### src/ers_consts.svh
/*
  Constants for the scrub controller: widths, reset values, default counts.
  Assumes it is included by the package only; the controller uses its macros from there.
*/
`ifndef ERS_CONSTS_SVH
`define ERS_CONSTS_SVH

// Address, codeword and counter widths
`define ERS_AW 10
`define ERS_WW 39
`define ERS_CNTW 32

// Scrub range reset defaults
`define ERS_START_DEF 10'h000
`define ERS_END_DEF 10'h3FF

// Refresh timer defaults
`define ERS_PRESCALE_DEF 16
`define ERS_TIMEOUT_DEF 64

// Sequencer timing counts in clock cycles
`define ERS_RESUME_CYC 4
`define ERS_RDLAT_CYC 2
`define ERS_WBACK_CYC 3
`define ERS_FIN_SHARED 2'h1
`define ERS_FIN_SPLIT 2'h2

`endif

### src/ers_pkg.sv
/*
  Types of the scrub controller: sequencer states, flag pair, state record.
  Assumes ers_consts.svh is on the include path.
*/
`include "ers_consts.svh"

package ers_pkg;

  typedef logic [`ERS_AW-1:0] ers_addr_t;
  typedef logic [`ERS_WW-1:0] ers_word_t;
  typedef logic [`ERS_CNTW-1:0] ers_cnt_t;

  // Sequencer states, one-hot
  typedef enum logic [6:0] {
    ERS_INIT = 7'h01,
    ERS_IDLE = 7'h02,
    ERS_RESUME = 7'h04,
    ERS_SUSP = 7'h08,
    ERS_READ = 7'h10,
    ERS_WAIT = 7'h20,
    ERS_WBACK = 7'h40
  } ers_state_e;

  // Decoder flag pair: 00 clean, 10 corrected, 01 double error
  typedef struct packed {
    logic corr;
    logic err;
  } ers_flags_s;

  // Whole controller state
  typedef struct packed {
    ers_state_e state;
    logic holdS1;
    logic holdS2;
    ers_cnt_t pre;
    ers_cnt_t div;
    logic pend;
    logic dly;
    ers_addr_t cur;
    ers_cnt_t cnt;
    logic [1:0] finCnt;
    ers_addr_t ramAddr;
    logic ramRen;
    logic ramWen;
    logic ramWrZero;
    logic userWrBlock;
    logic scrubActive;
    logic scrubFix;
    logic scrubFinished;
    logic scrubDeferred;
    logic initDone;
    logic timeoutPulse;
    ers_flags_s userFlags;
    ers_word_t rdDataOut;
  } ers_st_s;

endpackage : ers_pkg

### src/ers_scrub_ctrl.sv
/*
  Scrub controller for a SECDED protected RAM: refresh timer, optional zero
  fill after reset, scrub sequencer with user priority, flag outputs.
  Assumes the codec sits outside: the RAM write mux picks an encoded zero
  word when ramWrZero is high, else the corrected codeword from the decoder.
  decFlags and rdData arrive on clk; userAccessHold may come from another
  clock and is synchronised here.
*/
`timescale 1ns/1ns
`default_nettype none

module ers_scrub_ctrl
  import ers_pkg::*;
#(
  parameter int PRESCALE_WIDTH = `ERS_PRESCALE_DEF,
  parameter int TIMEOUT_COUNT = `ERS_TIMEOUT_DEF,
  parameter ers_pkg::ers_addr_t SCRUB_START_ADDR = `ERS_START_DEF,
  parameter ers_pkg::ers_addr_t SCRUB_END_ADDR = `ERS_END_DEF,
  parameter bit SCRUB_ON = 1'b1,
  parameter bit INIT_RAM = 1'b1,
  parameter bit SHARED_CLOCK_SEL = 1'b1,
  parameter int RESUME_CYC = `ERS_RESUME_CYC,
  parameter int RDLAT_CYC = `ERS_RDLAT_CYC,
  parameter int WBACK_CYC = `ERS_WBACK_CYC
)(
  input wire logic clk,
  input wire logic rst_n,
  input wire logic userAccessHold,
  input wire logic rdValid,
  input wire ers_pkg::ers_word_t rdData,
  input wire ers_pkg::ers_flags_s decFlags,
  output ers_pkg::ers_addr_t ramAddr,
  output logic ramRen,
  output logic ramWen,
  output logic ramWrZero,
  output logic userWrBlock,
  output ers_pkg::ers_word_t rdDataOut,
  output ers_pkg::ers_flags_s userFlags,
  output logic timeoutPulse,
  output logic scrubActive,
  output logic scrubFix,
  output logic scrubFinished,
  output logic scrubDeferred,
  output logic initDone
);
  import ers_pkg::*;

  // ----------------------------------------------------------------
  // Derived constants
  // ----------------------------------------------------------------
  // Zero fill only exists together with scrubbing
  localparam bit INIT_EN = INIT_RAM && SCRUB_ON;
  localparam ers_cnt_t PRE_LAST = ers_cnt_t'((64'h1 << PRESCALE_WIDTH) - 64'h1);
  localparam ers_cnt_t DIV_LAST = ers_cnt_t'(TIMEOUT_COUNT - 1);
  localparam ers_cnt_t RES_CNT = ers_cnt_t'(RESUME_CYC);
  localparam ers_cnt_t RD_CNT = ers_cnt_t'(RDLAT_CYC);
  localparam ers_cnt_t WB_CNT = ers_cnt_t'(WBACK_CYC);
  localparam logic [1:0] FIN_LEN = SHARED_CLOCK_SEL ? `ERS_FIN_SHARED : `ERS_FIN_SPLIT;
  localparam ers_state_e RST_STATE = INIT_EN ? ERS_INIT : ERS_IDLE;

  ers_st_s st_r;
  ers_st_s st_nxt;
  logic hold;
  logic tick;
  logic tmo;
  logic scrubbing;

  // ----------------------------------------------------------------
  // Next state
  // ----------------------------------------------------------------
  // Whole sequencer in one pass; pending timeout is set after any clear
  always_comb
  begin
    st_nxt = st_r;
    st_nxt.holdS1 = userAccessHold;
    st_nxt.holdS2 = st_r.holdS1;
    hold = st_r.holdS2;
    st_nxt.ramRen = 1'b0;
    st_nxt.ramWen = 1'b0;
    st_nxt.scrubFix = 1'b0;
    scrubbing = (st_r.state == ERS_READ) || (st_r.state == ERS_WAIT) ||
                (st_r.state == ERS_WBACK);

    // Refresh timer
    tick = (st_r.pre == PRE_LAST);
    st_nxt.pre = tick ? '0 : st_r.pre + ers_cnt_t'(1);
    tmo = 1'b0;
    if (tick)
    begin
      if (st_r.div == DIV_LAST)
      begin
        st_nxt.div = '0;
        tmo = SCRUB_ON;
      end
      else
      begin
        st_nxt.div = st_r.div + ers_cnt_t'(1);
      end
    end
    st_nxt.timeoutPulse = tmo;

    // Finished pulse stretcher
    if (st_r.finCnt != 2'h0)
    begin
      st_nxt.finCnt = st_r.finCnt - 2'h1;
    end

    unique case (st_r.state)
      ERS_INIT:
      begin
        // Fill one encoded zero word per cycle
        st_nxt.ramAddr = st_r.cur;
        st_nxt.ramWen = 1'b1;
        st_nxt.ramWrZero = 1'b1;
        if (st_r.cur == SCRUB_END_ADDR)
        begin
          st_nxt.initDone = 1'b1;
          st_nxt.state = ERS_IDLE;
        end
        else
        begin
          st_nxt.cur = st_r.cur + ers_addr_t'(1);
        end
      end
      ERS_IDLE:
      begin
        st_nxt.initDone = 1'b1;
        st_nxt.ramWrZero = 1'b0;
        if (st_r.pend && hold)
        begin
          st_nxt.dly = 1'b1;
        end
        else if (st_r.pend)
        begin
          // Session start still waits out the resume gap
          st_nxt.pend = 1'b0;
          st_nxt.scrubDeferred = st_r.dly;
          st_nxt.dly = 1'b0;
          st_nxt.cur = SCRUB_START_ADDR;
          st_nxt.cnt = RES_CNT;
          st_nxt.state = ERS_RESUME;
        end
      end
      ERS_RESUME:
      begin
        // Any hold inside the gap restarts the wait
        if (hold)
        begin
          st_nxt.state = ERS_SUSP;
        end
        else if (st_r.cnt <= ers_cnt_t'(1))
        begin
          st_nxt.state = ERS_READ;
        end
        else
        begin
          st_nxt.cnt = st_r.cnt - ers_cnt_t'(1);
        end
      end
      ERS_SUSP:
      begin
        if (!hold)
        begin
          st_nxt.cnt = RES_CNT;
          st_nxt.state = ERS_RESUME;
        end
      end
      ERS_READ:
      begin
        if (hold)
        begin
          st_nxt.state = ERS_SUSP;
        end
        else
        begin
          st_nxt.ramAddr = st_r.cur;
          st_nxt.ramRen = 1'b1;
          st_nxt.cnt = RD_CNT;
          st_nxt.state = ERS_WAIT;
        end
      end
      ERS_WAIT:
      begin
        // A hold here drops this word; it is read again after resume
        if (st_r.cnt != '0)
        begin
          st_nxt.cnt = st_r.cnt - ers_cnt_t'(1);
        end
        else if (hold)
        begin
          st_nxt.state = ERS_SUSP;
        end
        else if (decFlags.corr)
        begin
          st_nxt.ramWen = 1'b1;
          st_nxt.cnt = WB_CNT;
          st_nxt.state = ERS_WBACK;
        end
        else if (st_r.cur == SCRUB_END_ADDR)
        begin
          st_nxt.finCnt = FIN_LEN;
          st_nxt.state = ERS_IDLE;
        end
        else
        begin
          st_nxt.cur = st_r.cur + ers_addr_t'(1);
          st_nxt.state = ERS_READ;
        end
      end
      ERS_WBACK:
      begin
        // Not suspended: cutting a writeback short could corrupt the word
        if (st_r.cnt > ers_cnt_t'(1))
        begin
          st_nxt.cnt = st_r.cnt - ers_cnt_t'(1);
        end
        else
        begin
          st_nxt.scrubFix = 1'b1;
          if (st_r.cur == SCRUB_END_ADDR)
          begin
            st_nxt.finCnt = FIN_LEN;
            st_nxt.state = ERS_IDLE;
          end
          else
          begin
            st_nxt.cur = st_r.cur + ers_addr_t'(1);
            st_nxt.state = ERS_READ;
          end
        end
      end
    endcase

    // Set wins over the clear made on session start
    if (tmo)
    begin
      st_nxt.pend = 1'b1;
      if (hold || !st_r.initDone)
      begin
        st_nxt.dly = 1'b1;
      end
    end

    // Status outputs follow the next state so they leave a flop
    // Block must still cover the last fill write, so it follows the present state
    st_nxt.userWrBlock = (st_r.state == ERS_INIT);
    st_nxt.scrubActive = (st_nxt.state == ERS_READ) || (st_nxt.state == ERS_WAIT) ||
                         (st_nxt.state == ERS_WBACK);
    st_nxt.scrubFinished = (st_nxt.finCnt != 2'h0);

    // User flags ride with their data; scrub and init reads stay silent
    st_nxt.rdDataOut = rdData;
    st_nxt.userFlags.corr = rdValid && decFlags.corr && !scrubbing &&
                            st_r.initDone;
    st_nxt.userFlags.err = rdValid && decFlags.err && !scrubbing &&
                           st_r.initDone;
  end

  // ----------------------------------------------------------------
  // State register
  // ----------------------------------------------------------------
  // Synchronous reset; every field takes a constant
  always_ff @(posedge clk)
  begin
    if (!rst_n)
    begin
      st_r <= '0;
      st_r.state <= RST_STATE;
      st_r.cur <= SCRUB_START_ADDR;
      st_r.ramAddr <= SCRUB_START_ADDR;
      st_r.userWrBlock <= INIT_EN;
    end
    else
    begin
      st_r <= st_nxt;
    end
  end

  // ----------------------------------------------------------------
  // Outputs
  // ----------------------------------------------------------------
  assign ramAddr = st_r.ramAddr;
  assign ramRen = st_r.ramRen;
  assign ramWen = st_r.ramWen;
  assign ramWrZero = st_r.ramWrZero;
  assign userWrBlock = st_r.userWrBlock;
  assign rdDataOut = st_r.rdDataOut;
  assign userFlags = st_r.userFlags;
  assign timeoutPulse = st_r.timeoutPulse;
  assign scrubActive = st_r.scrubActive;
  assign scrubFix = st_r.scrubFix;
  assign scrubFinished = st_r.scrubFinished;
  assign scrubDeferred = st_r.scrubDeferred;
  assign initDone = st_r.initDone;

endmodule : ers_scrub_ctrl

`default_nettype wire

### config.mk
export PLATFORM = sky130hd
export DESIGN_NAME = ers_scrub_ctrl
export DESIGN_NICKNAME = d
export VERILOG_FILES = /design/src/ers_pkg.sv /design/src/ers_scrub_ctrl.sv
export VERILOG_INCLUDE_DIRS = /design/src
export SDC_FILE = /design/constraint.sdc
export NUM_CORES = 1
export LEC_CHECK = 0
export ABC_AREA = 1
export BUFFER_PORTS_ARGS = -buffer_cell sky130_fd_sc_hd__buf_4
export CAP_MARGIN = 25
export CORE_UTILIZATION = 55
export CTS_CLUSTER_DIAMETER = 80
export CTS_CLUSTER_SIZE = 30
export DETAILED_ROUTE_END_ITERATION = 8
export PLACE_DENSITY = 0.75
export SLEW_MARGIN = 20
export SYNTH_ARGS = -nofsm -noshare
export SYNTH_HDL_FRONTEND = slang
export SYNTH_SLANG_ARGS = --single-unit
### constraint.sdc
create_clock -name clk -period 2.65 [get_ports clk]
set_clock_uncertainty 0.2 [all_clocks]
set_input_delay 0.1325 -clock clk [delete_from_list [all_inputs] [get_ports clk]]
set_output_delay 0.1325 -clock clk [all_outputs]
set_load 0.02 [all_outputs]
; Yosys cells after proc, flatten, opt, wreduce, memory -nomap -nowiden
; Cells that the tools add are included.
[totals]
elab_cells = 145
regBits = 180
[op_classes]
bitwise = 2
n_eq_ne = 28
n_reduce_logical = 31
n_mux = 53
add_sub_neg = 5
n_lt_le_gt_ge = 2
[op_table]
columns = operator, count
row1 = $mux 32, 8
row2 = $pmux 32 s6, 1
row3 = $mux 7, 10
row4 = $add 32x1->32 const B, 2
row5 = $pmux 7 s7, 1
row6 = $mux 44, 1
row7 = $mux 43, 1
row8 = $mux 42, 1
row9 = $mux 10, 4
row10 = $pmux 10 s4, 1
row11 = $eq 32x16->1 const B, 1
row12 = $eq 32x6->1 const B, 1
row13 = $gt 32x1->1 const B, 1
row14 = $le 32x1->1 const B, 1
row15 = $reduce_bool 32->1, 1
row16 = $sub 32x1->32 const B, 1
row17 = $ne 2x2->1 const B, 11
row18 = $pmux 10 s2, 1
row19 = $eq 7x5->1 const B, 2
row20 = $eq 7x6->1 const B, 2
row21 = $eq 7x7->1 const B, 2
row22 = $mux 2, 7
row23 = $mux 11, 1
row24 = $add 10x1->10 const B, 1
row25 = 25 further kinds, 58

; Logic depth before layout (Yosys ltp)
; Gate-level depths: netlist of the first run.
[logic_depth]
word_depth = 9
mapped_depth = 14
depth_no_buf = 14

; Worst setup path after synthesis of the first run
; Ideal clock, no wire load.
[synth_path]
path_kind = register -> register
start = register st_r[63] (netlist bit)
end = register st_r[104] (netlist bit)
setup_slack_ps = 556
t_arrival_ps = 1823
setup_ps = 72
n_path_buf = 1
period_less_slack_ps = 2094
path_stages_with_launch = 14
cell_sequence = dfxtp_1 > inv_1 > ha_1 > or2_2 > nand4_1 > nor2_1 > nand2_2 > nand2_1 > nand2_1 > inv_2 > nand2_1 > buf_4 > nand2_1 > a21oi_1
[synth_between]
elab_chain_cells = 3
word_cells_on_any_way = 5
classes_between = order compare: 1 / eq/ne: 2 / reduce/logical: 2
[synth_rtl]
columns = item, line_no
row1 = "start, declared", ers_scrub_ctrl.sv:61  ; ers_st_s st_r;
row2 = "start signal, assigned", ers_scrub_ctrl.sv:275  ; st_r <= st_nxt;
row3 = $gt 32x1->1 / $reduce_bool 32->1 (equally long branches), "ers_scrub_ctrl.sv:213, ers_scrub_ctrl.sv:185"
row4 = $ne 2x2->1 (no source line), --
row5 = $reduce_and 7->1 (no source line) (*), --
; Mark *: on every way between the ends. The rest lies on a longest branch, timed or not.
; A chain may end at the register's enable or synchronous reset.

; Worst setup path after layout of the first run
[layout_path]
start = register st_r[63] (netlist bit)
end = register st_r[98] (netlist bit)
; Same word-level chain as after synthesis.

==> reports/metrics.yaml, run 1 <==
power:
  p_leak_nw: 5.627
  total_power_mw: 5.559
  power.density_nw_per_um2: 463.9
  peakVddDrop_mv: 0.4608
routing:
  viasPerCell: 5.256
  drc: 0
  vias: 10080
  drt_iter0_drc: 780
  totalWireLength_mm: 26.09
  ant_nets: 0
  dr.pass1.iters: 6
  avgRoutedWirePerCell_um: 13.61
floorplan:
  num_rows: 49
  core_sq_um: 18020
  die_h_um: 138.0
  initial_core_util_pct: 56.47
  fp.dieW_um: 138.0
  die-area_sq_um: 19060
  io_pins: 106
clock_network:
  cts.sinks: 180
  htreeDepth: 4
  cts_buffer_depth: 2
  cts_buffers: 17
  clk_latency_ps: 440
  path_clk_slew_ps: 70
  cts_tree: "done"
  post_cts_buffers: 0
  clock-root-buffer: "clkbuf_16"
flow_run:
  cap_violations: 0
synth:
  synth_cells: 1565
  ys_warn_count: 0
  ys_ff_latch: 180
  mappedNetlistArea_sq_um: 10180
  synth_nets: 1616
  seq_area_frac_synth_pct: 35.40
  ys_types: 40
  synth_edf_count: 0
  synth_ff_type: "dfxtp_1"
  synth.avg_cell_area_sq_um: 6.504
  async_reset_ff_share_pct: 0
timing:
  slew_violations: 0
  final.min_clock_period_ps: 2429
  finalSetupTns_ps: 0
  hold_slack_ps: 208.4
  max_freq_ghz: 0.4117
  fin_crit_sh_pct: 91.67
  tightest_slew_ps: 589.5
  finalHoldViolations: 0
  rsz0062_at_grt: "false"
  slew_headroom_pct: 60.34
  setup_slack_ps: 220.8
  setup_viol: 0
grt:
  gr-total-overflow: 0
  grt_pass1_wl_mm: 43.30
  grt_pass1_vias: 9398
  grt.total_usage_pct: 27.32
  grt_max_degree: 53
  antenna_found_initial: 0
worst_setup_path:
  crit_path_cell_trace: "inv_1 -> ha_1 -> or2_2 -> nand4_1 -> nor2_1 -> nand2_2 -> nand2_1 -> nand2_1 -> inv_2 -> nand2_1 -> buf_4 -> nand2_1 -> a21oi_1"
  max_stage_delay_ps: 390
  cp_common_cell: "nand2_1"
  path_max_fanout: 8
  criticalPathCategory: "register to register"
  cp_data_required_time_ps: 2810
  slowest_stage: "dfxtp_1"
  endpoint_kind: "register"
  startpoint_type: "register"
  critPathTopFamily: "simple AND/OR/NAND/NOR gates"
  cp.buffers_inverters: 3
  arrival_ps: 2590
status:
  outcome: "finished clean"
finish:
  utilization_pct: 66.49
  layout_common_cells: "439 x nand2_1, 193 x inv_1, 180 x dfxtp_1, 174 x nor2_1"
  drive_gt1_share_pct: 14.28
  fin_cells: 1917
  fin_area_sq_um: 11980
  n_antenna_cell: 0
  final_common_cell: "nand2_1"
  final_nets: 1727
  synthToLayoutAreaGrowth_pct: 17.74
placement:
  post-place-ws_ps: 101.6
  gp_congestion: 0.9418
  dpl-instance-area_sq_um: 10830
  dp_hpwl_mm: 17.90
  io_buffers: 105
  placedCellCount: 1828
worst_hold_path:
  hold_class: "input pin to register"
==> cell families (layout without fill, tap and decap cells) <==
kind of cell | Yosys count | after routing | synth area share (%)
AOI/OAI and AO/OA | 158 | 158 | 8.998
xor gates and xnor gates | 43 | 43 | 3.700
adders and majority gates | 6 | 6 | 0.7375
DFF | 180 | 180 | 35.40
and+or+nand+nor | 876 | 876 | 37.39
buffers and inverters | 302 | 425 | 13.77
==> synthesized netlist by cell type (2+ instances only) <==
library cell	count	area share, %
a21oi_1	63	3.1
a21oi_2	26	2.2
and3_1	2	0.12
buf_1	4	0.15
buf_2	9	0.44
buf_4	56	4.1
buf_6	6	0.66
clkbuf_1	19	0.70
dfxtp_1	180	35
ha_1	6	0.74
inv_1	194	7.2
inv_2	12	0.44
nand2_1	439	16
nand2_2	9	0.55
nand3_1	126	6.2
nand4_1	42	2.6
nor2_1	174	6.4
nor2_2	15	0.92
nor2_4	5	0.55
nor3_1	32	1.6
nor3_2	3	0.30
nor4_1	17	1.0
o21ai_0	59	2.9
o21bai_1	5	0.37
or2_2	6	0.37
xnor2_1	9	0.77
xor2_1	34	2.9
==> sequential cells by signal, indices dropped and copies added (netlist names) <==
name / flops
hold: 1
initDone: 1
ramAddr: 10
ramRen: 1
ramWen: 1
ramWrZero: 1
rdDataOut: 39
scrubActive: 1
scrubDeferred: 1
scrubFinished: 1
scrubFix: 1
st_nxt: 1
st_r: 117
timeoutPulse: 1
userFlags: 2
userWrBlock: 1
==> repair_timing <==
item	CTS	global route
hold endpoints to repair	54	0
gates resized for setup	0	2
hold buffers	58	0
endpoints found under the setup margin	0	2
==> metal layers <==
metal / share of wire, % / track usage, %
met5: 0 / 0
met4: 2.8 / 10.47
met3: 4.5 / 4.157
met2: 48 / 48.00
met1: 44 / 33.51
==> area by class of cell <==
| type | count | area [sq um] |
|---|---|---|
| clock inverter | 14 | 137.6 |
| clock buffer | 17 | 425.4 |
| multi-input combinational | 1083 | 5182 |
| inverter | 208 | 782.0 |
| fill | 1647 | 6041 |
| tap | 229 | 286.5 |
| timing repair buffer | 186 | 1567 |
| sequential | 180 | 3603 |
==> report_power, final <==
| part | switching, mW | internal (mW) | leakage [nW] | total, mW |
|---|---|---|---|---|
| combinational | 0.172 | 0.171 | 3.89 | 0.343 |
| clock | 1.20 | 1.25 | 0.272 | 2.45 |
| sequential | 0.0229 | 2.75 | 1.46 | 2.77 |
| total | 1.40 | 4.16 | 5.63 | 5.56 |
==> worst paths after layout <==
check	start	endpoint	slack [ps]	cells after the start
hold / removal	rdData[38]	rdDataOut[38]$_SDFF_PN0_	210	4
hold reg to reg	st_nxt[171]$_SDFF_PN0_	hold$_SDFF_PN0_	230	2
setup reg to reg	st_r[63]$_SDFFE_PN0P_	st_r[98]$_SDFFE_PN0P_	220	13
setup / recovery	st_r[63]$_SDFFE_PN0P_	st_r[98]$_SDFFE_PN0P_	220	13
==> worst register-to-register path: stages (launching register included) <==
cell and delay, ps:
dfxtp_1 390, inv_1 110, ha_1 280, or2_2 310
nand4_1 110, nor2_1 70, nand2_2 120, nand2_1 80
nand2_1 100, inv_2 50, nand2_1 140, buf_4 190
nand2_1 60, a21oi_1 150
(Power assumes the default switching activity.)
==> run 2: changes to the inputs <==
==> constraint.sdc (replaced) <==
create_clock -name clk -period 2.65 [get_ports clk]
set_clock_uncertainty 0.2 [all_clocks]
set_input_delay 0.53 -clock clk [delete_from_list [all_inputs] [get_ports clk]]
set_output_delay 0.53 -clock clk [all_outputs]
set_load 0.02 [all_outputs]
==> run 2 against run 1 <==
Effect of this change:
- non-clock buffer count decreased by 60
- combinational power decreased by 22%
- sequential share of layout area increased by 1.6 points
- core utilization decreased by 3.3 points
- hold slack got worse by 140 ps
- critical endpoint is now st_r[92]$_SDFFE_PN0P_
- largest power group unchanged
- highest routed layer unchanged
==> reports/metrics.yaml, run 2 (synthesized netlist as in run 1, its figures left out) <==
power:
  peakVddDrop_mv: 0.5453
  power_switching_share_pct: 24.17
  power.density_nw_per_um2: 485.0
  p_comb_share_pct: 4.8
  power.internal_mw: 4.191
  seqPwrFrac_pct: 50.1
  pwr-share-clk_pct: 45.0
  switching_power_mw: 1.336
  total_power_mw: 5.527
  p_leak_nw: 5.384
routing:
  drc: 0
  avgRoutedWirePerCell_um: 13.24
  totalWireLength_mm: 24.59
  dr.pass1.iters: 5
  vias: 9691
  drt_iter0_drc: 582
  ant_nets: 0
  viasPerCell: 5.216
clock_network:
  cts_tree: "done"
  htreeDepth: 4
  path_clk_slew_ps: 70
  clk_latency_ps: 430
  clock-root-buffer: "clkbuf_16"
  cts_hold_buf: 0
  cts.sinks: 180
  cts_buffers: 17
  cts_buffer_depth: 2
worst_setup_path:
  crit_path_cell_trace: "inv_1 -> ha_1 -> or2_2 -> nand4_1 -> nor2_1 -> nand2_2 -> nand2_2 -> nand2_2 -> nand2_4 -> o21ai_1 -> nor2_1"
  slowest_stage: "dfxtp_1"
  criticalPathCategory: "register to register"
  rr_startpoint: "st_r[63]$_SDFFE_PN0P_"
  max_stage_delay_ps: 390
  path_max_fanout: 31
  cp_common_cell: "nand2_2"
  endpoint_kind: "register"
  r2r.worst_path.cells: 11
  startpoint_type: "register"
  r2r_end: "st_r[92]$_SDFFE_PN0P_"
  arrival_ps: 2600
  ff2ff_setup_slack_ps: 170
  cp_data_required_time_ps: 2770
floorplan:
  io_pins: 106
  initial_core_util_pct: 56.47
  core_sq_um: 18020
  die_h_um: 138.0
  fp.dieW_um: 138.0
  num_rows: 49
  die-area_sq_um: 19060
timing:
  finalSetupTns_ps: 0
  max_freq_ghz: 0.4038
  final.min_clock_period_ps: 2477
  setup_viol: 0
  slew_headroom_pct: 64.95
  slew_violations: 0
  tightest_slew_ps: 521.0
  fin_crit_sh_pct: 93.45
  rsz0062_at_grt: "false"
  finalHoldViolations: 0
finish:
  regMostFlops: "st_r"
  drive_gt1_share_pct: 14.73
  synthToLayoutAreaGrowth_pct: 11.95
  final_common_cell: "nand2_1"
  n_antenna_cell: 0
  largest_register_ffs: 117
  fin_cells: 1858
  final_nets: 1667
  layout_common_cells: "438 x nand2_1, 193 x inv_1, 180 x dfxtp_1, 174 x nor2_1, 126 x nand3_1"
grt:
  grt_pass1_wl_mm: 40.98
  grt.total_usage_pct: 25.82
  grt_max_degree: 52
  antenna_found_initial: 0
  gr-total-overflow: 0
  grt_pass1_vias: 8785
worst_hold_path:
  min_from: "rdData[33]"
  hold_depth: 3
  hold_end: "rdDataOut[33]$_SDFF_PN0_"
  hold_class: "input pin to register"
status:
  outcome: "finished clean"
placement:
  dp_hpwl_mm: 17.84
  io_buffers: 105
  placedCellCount: 1826
  gp_congestion: 0.9244
flow_run:
  cap_violations: 0
==> run 2: layout make-up <==
cell class / instances / area, sq um
inverter: 208 / 782.0
timing repair buffer: 126 / 970.9
multi-input combinational: 1083 / 5176
clock buffer: 18 / 429.2
clock inverter: 14 / 146.4
fill: 1704 / 6630
sequential: 180 / 3603
tap: 229 / 286.5
==> run 2: through the flow <==
| stage | area [sq um] | hold slack, ps | util, % | worst slack, ps |
|---|---|---|---|---|
| after floorplan | 10180 | 190.5 | - | 555.5 |
| after global placement | 10820 | 191.5 | 60.01 | 171.4 |
| after detailed placement | 10820 | 219.6 | 60.01 | 112.0 |
| after CTS | 11390 | 62.23 | 63.20 | 114.4 |
| after global routing | 11390 | 61.25 | 63.22 | 23.29 |
| final | 11390 | 70.12 | 63.22 | 173.5 |
==> run 2: what timing repair did <==
action,in CTS,in global routing
gates resized for setup,0,2
setup endpoints to repair,0,11
buffers inserted,0,0
==> run 2: how the worst max path moves through the flow <==
| stage | depth (start not counted) | end | start |
|---|---|---|---|
| finish | 11 | st_r[92]$_SDFFE_PN0P_ | st_r[63]$_SDFFE_PN0P_ |
| floorplan | 13 | st_r[104]$_SDFFE_PN0P_ | st_r[63]$_SDFFE_PN0P_ |
| global placement | 11 | st_r[90]$_SDFFE_PN0P_ | st_r[63]$_SDFFE_PN0P_ |
| CTS | 11 | st_r[90]$_SDFFE_PN0P_ | st_r[63]$_SDFFE_PN0P_ |
| global route | 11 | st_r[90]$_SDFFE_PN0P_ | st_r[63]$_SDFFE_PN0P_ |
| detailed placement | 11 | st_r[90]$_SDFFE_PN0P_ | st_r[63]$_SDFFE_PN0P_ |
==> run 2: worst max-delay path: cells and delay by family (launching register included) <==
kind	cells	cell delay [ps]
flops	1	390
compound gates	1	240
fa+ha+maj	1	280
simple gates	8	1130
buf+inv	1	100
==> run 2: metal layers <==
layer | GRT usage (%) | up-vias | share of wire, %
met5 | 0 | - | 0
met2 | 44.89 | 265 | 48
met4 | 9.023 | 0 | 2.3
met1 | 31.93 | 4379 | 45
li1 | - | 5005 | -
met3 | 4.641 | 42 | 4.9
==> run 2: power groups by stage <==
| stage | registers, mW | clock network [mW] | logic, mW |
|---|---|---|---|
| final | 2.77 | 2.49 | 0.268 |
| after global routing | 2.77 | 2.66 | 0.293 |
| after CTS | 2.77 | 2.54 | 0.271 |
| after detailed placement | 2.83 | 0 | 0.271 |
| after global placement | 2.83 | 0 | 0.267 |
| after floorplan | 2.83 | 0 | 0.184 |
==> run 3: changes to the inputs <==
--- a/config.mk
+++ b/config.mk
@@ -13,7 +13,7 @@
 export CTS_CLUSTER_DIAMETER = 80
 export CTS_CLUSTER_SIZE = 30
 export DETAILED_ROUTE_END_ITERATION = 8
-export PLACE_DENSITY = 0.75
+export PLACE_DENSITY = 0.77
 export SLEW_MARGIN = 20
 export SYNTH_ARGS = -nofsm -noshare
 export SYNTH_HDL_FRONTEND = slang
==> run 3 against run 2 <==
Effect of this change:
- final cell count barely moved
- critical path type unchanged
- via count rose by 1.9%
- largest power group unchanged
- clock power rose by 3%
- register-to-register slack barely moved
- largest cell class unchanged
==> reports/metrics.yaml, run 3 (synthesized netlist as in run 1, its figures left out) <==
status:
  outcome: "finished clean"
floorplan:
  num_rows: 49
  fp.dieW_um: 138.0
  initial_core_util_pct: 56.47
  die_h_um: 138.0
  die-area_sq_um: 19060
  io_pins: 106
  core_sq_um: 18020
finish:
  regMostFlops: "st_r"
  final_common_cell: "nand2_1"
  layout_common_cells: "438 x nand2_1, 193 x inv_1, 180 x dfxtp_1, 174 x nor2_1, 126 x nand3_1"
  synthToLayoutAreaGrowth_pct: 12.27
  n_antenna_cell: 0
  largest_register_ffs: 117
  drive_gt1_share_pct: 14.74
  final_nets: 1666
routing:
  avgRoutedWirePerCell_um: 13.76
  drt_iter0_drc: 775
  drc: 0
  dr.pass1.iters: 6
  vias: 9879
  viasPerCell: 5.320
  ant_nets: 0
  totalWireLength_mm: 25.55
timing:
  slew_headroom_pct: 53.29
  final.min_clock_period_ps: 2464
  slew_violations: 0
  finalSetupTns_ps: 0
  hold_slack_ps: 66.76
  setup_viol: 0
  max_freq_ghz: 0.4058
  rsz0062_at_grt: "false"
  fin_crit_sh_pct: 92.99
  finalHoldViolations: 0
  setup_slack_ps: 185.9
  tightest_slew_ps: 694.3
power:
  p_leak_nw: 5.400
  p_comb_share_pct: 4.9
  peakVddDrop_mv: 0.4649
  power.internal_mw: 4.246
  power.density_nw_per_um2: 491.0
  power_switching_share_pct: 24.32
  switching_power_mw: 1.365
  pwr-share-clk_pct: 45.8
  seqPwrFrac_pct: 49.4
worst_setup_path:
  path_max_fanout: 17
  arrival_ps: 2580
  endpoint_kind: "register"
  startpoint_type: "register"
  criticalPathCategory: "register to register"
  cp_data_required_time_ps: 2770
grt:
  gr-total-overflow: 0
  grt_max_degree: 41
  busiest_layer: "met2"
  grt.total_usage_pct: 26.85
  use_met1_pct: 34.89
  grt_pass1_wl_mm: 42.84
  antenna_found_initial: 0
  met2_usage_pct: 45.55
  grt_pass1_vias: 9092
  grt.met3_usage_pct: 4.538
worst_hold_path:
  hold_class: "input pin to register"
placement:
  gp_congestion: 0.9636
  post-place-ws_ps: 103.9
  io_buffers: 105
  dp_hpwl_mm: 18.41
clock_network:
  path_clk_slew_ps: 70
  cts_buffers: 17
  cts_resized: 0
  cts.sinks: 180
  clock-root-buffer: "clkbuf_16"
  clk_latency_ps: 450
  post_cts_buffers: 0
  cts_buffer_depth: 2
  cts_tree: "done"
  htreeDepth: 4
  cts_hold_buf: 0
flow_run:
  cap_violations: 0
-- run 3: cell count changes in the layout (fill, tap and decap cells not counted), sizes merged --
cell      previous run  this run
clkbuf              18        19
inv                212       211
clkinv               6         7
buf                126       125
clkinvlp             3         2
-- run 3: layer usage --
layer  part of all wire (%)  vias up  routed length [um]
met2                     47      336               12030
li1                       -     5004                   -
met3                    6.3       33                1604
met4                    1.4        0                 354
met5                      0        -                   0
met1                     45     4506               11560
-- run 3: layout make-up --
| cell class | instances | area [sq um] |
|---|---|---|
| Clock buffer | 19 | 452.9 |
| Clock inverter | 13 | 145.1 |
| Fill cell | 1634 | 6598 |
| Inverter | 208 | 782.0 |
| Multi-Input combinational cell | 1083 | 5181 |
| Sequential cell | 180 | 3603 |
| Tap cell | 229 | 286.5 |
| Timing Repair Buffer | 125 | 975.9 |
-- run 3: worst paths after layout --
| kind | to | cells past startpoint | slack, ps | start |
|---|---|---|---|---|
| setup / recovery | st_r[68]$_SDFFE_PN0P_ | 12 | 190 | st_r[63]$_SDFFE_PN0P_ |
| hold / removal | rdDataOut[6]$_SDFF_PN0_ | 3 | 70 | rdData[6] |
| setup reg to reg | st_r[68]$_SDFFE_PN0P_ | 12 | 190 | st_r[63]$_SDFFE_PN0P_ |
| hold reg to reg | hold$_SDFF_PN0_ | 2 | 230 | st_nxt[171]$_SDFF_PN0_ |
-- run 3: through the flow --
stage | instance area (sq um) | power (mW) | instances | util [%]
finish | 11430 | 5.611 | 1857 | 63.40
global route | 11430 | 5.780 | 1857 | 63.40
CTS | 11420 | 5.663 | 1857 | 63.36
detailed placement | 10820 | 3.104 | 1825 | 60.04
global placement | 10820 | 3.099 | 1825 | 60.04
floorplan | 10180 | 3.010 | 1565 | -
-- run 3: power by group through the flow --
stage / logic [mW] / clock network (mW) / registers [mW]
after floorplan: 0.184 / 0 / 2.83
after global routing: 0.297 / 2.71 / 2.77
after CTS: 0.274 / 2.62 / 2.77
after global placement: 0.269 / 0 / 2.83
after detailed placement: 0.272 / 0 / 2.83
final: 0.273 / 2.57 / 2.77
-- run 3: critical path: stages, from the launching register on --
cell and delay, ps:
dfxtp_1 410, inv_1 110, ha_1 290, or2_2 310
nand4_1 120, nor2_1 70, nand2_2 110, nand2_2 100
nand2_2 130, nand2_4 160, buf_12 200, nand2_1 80
a21oi_2 60
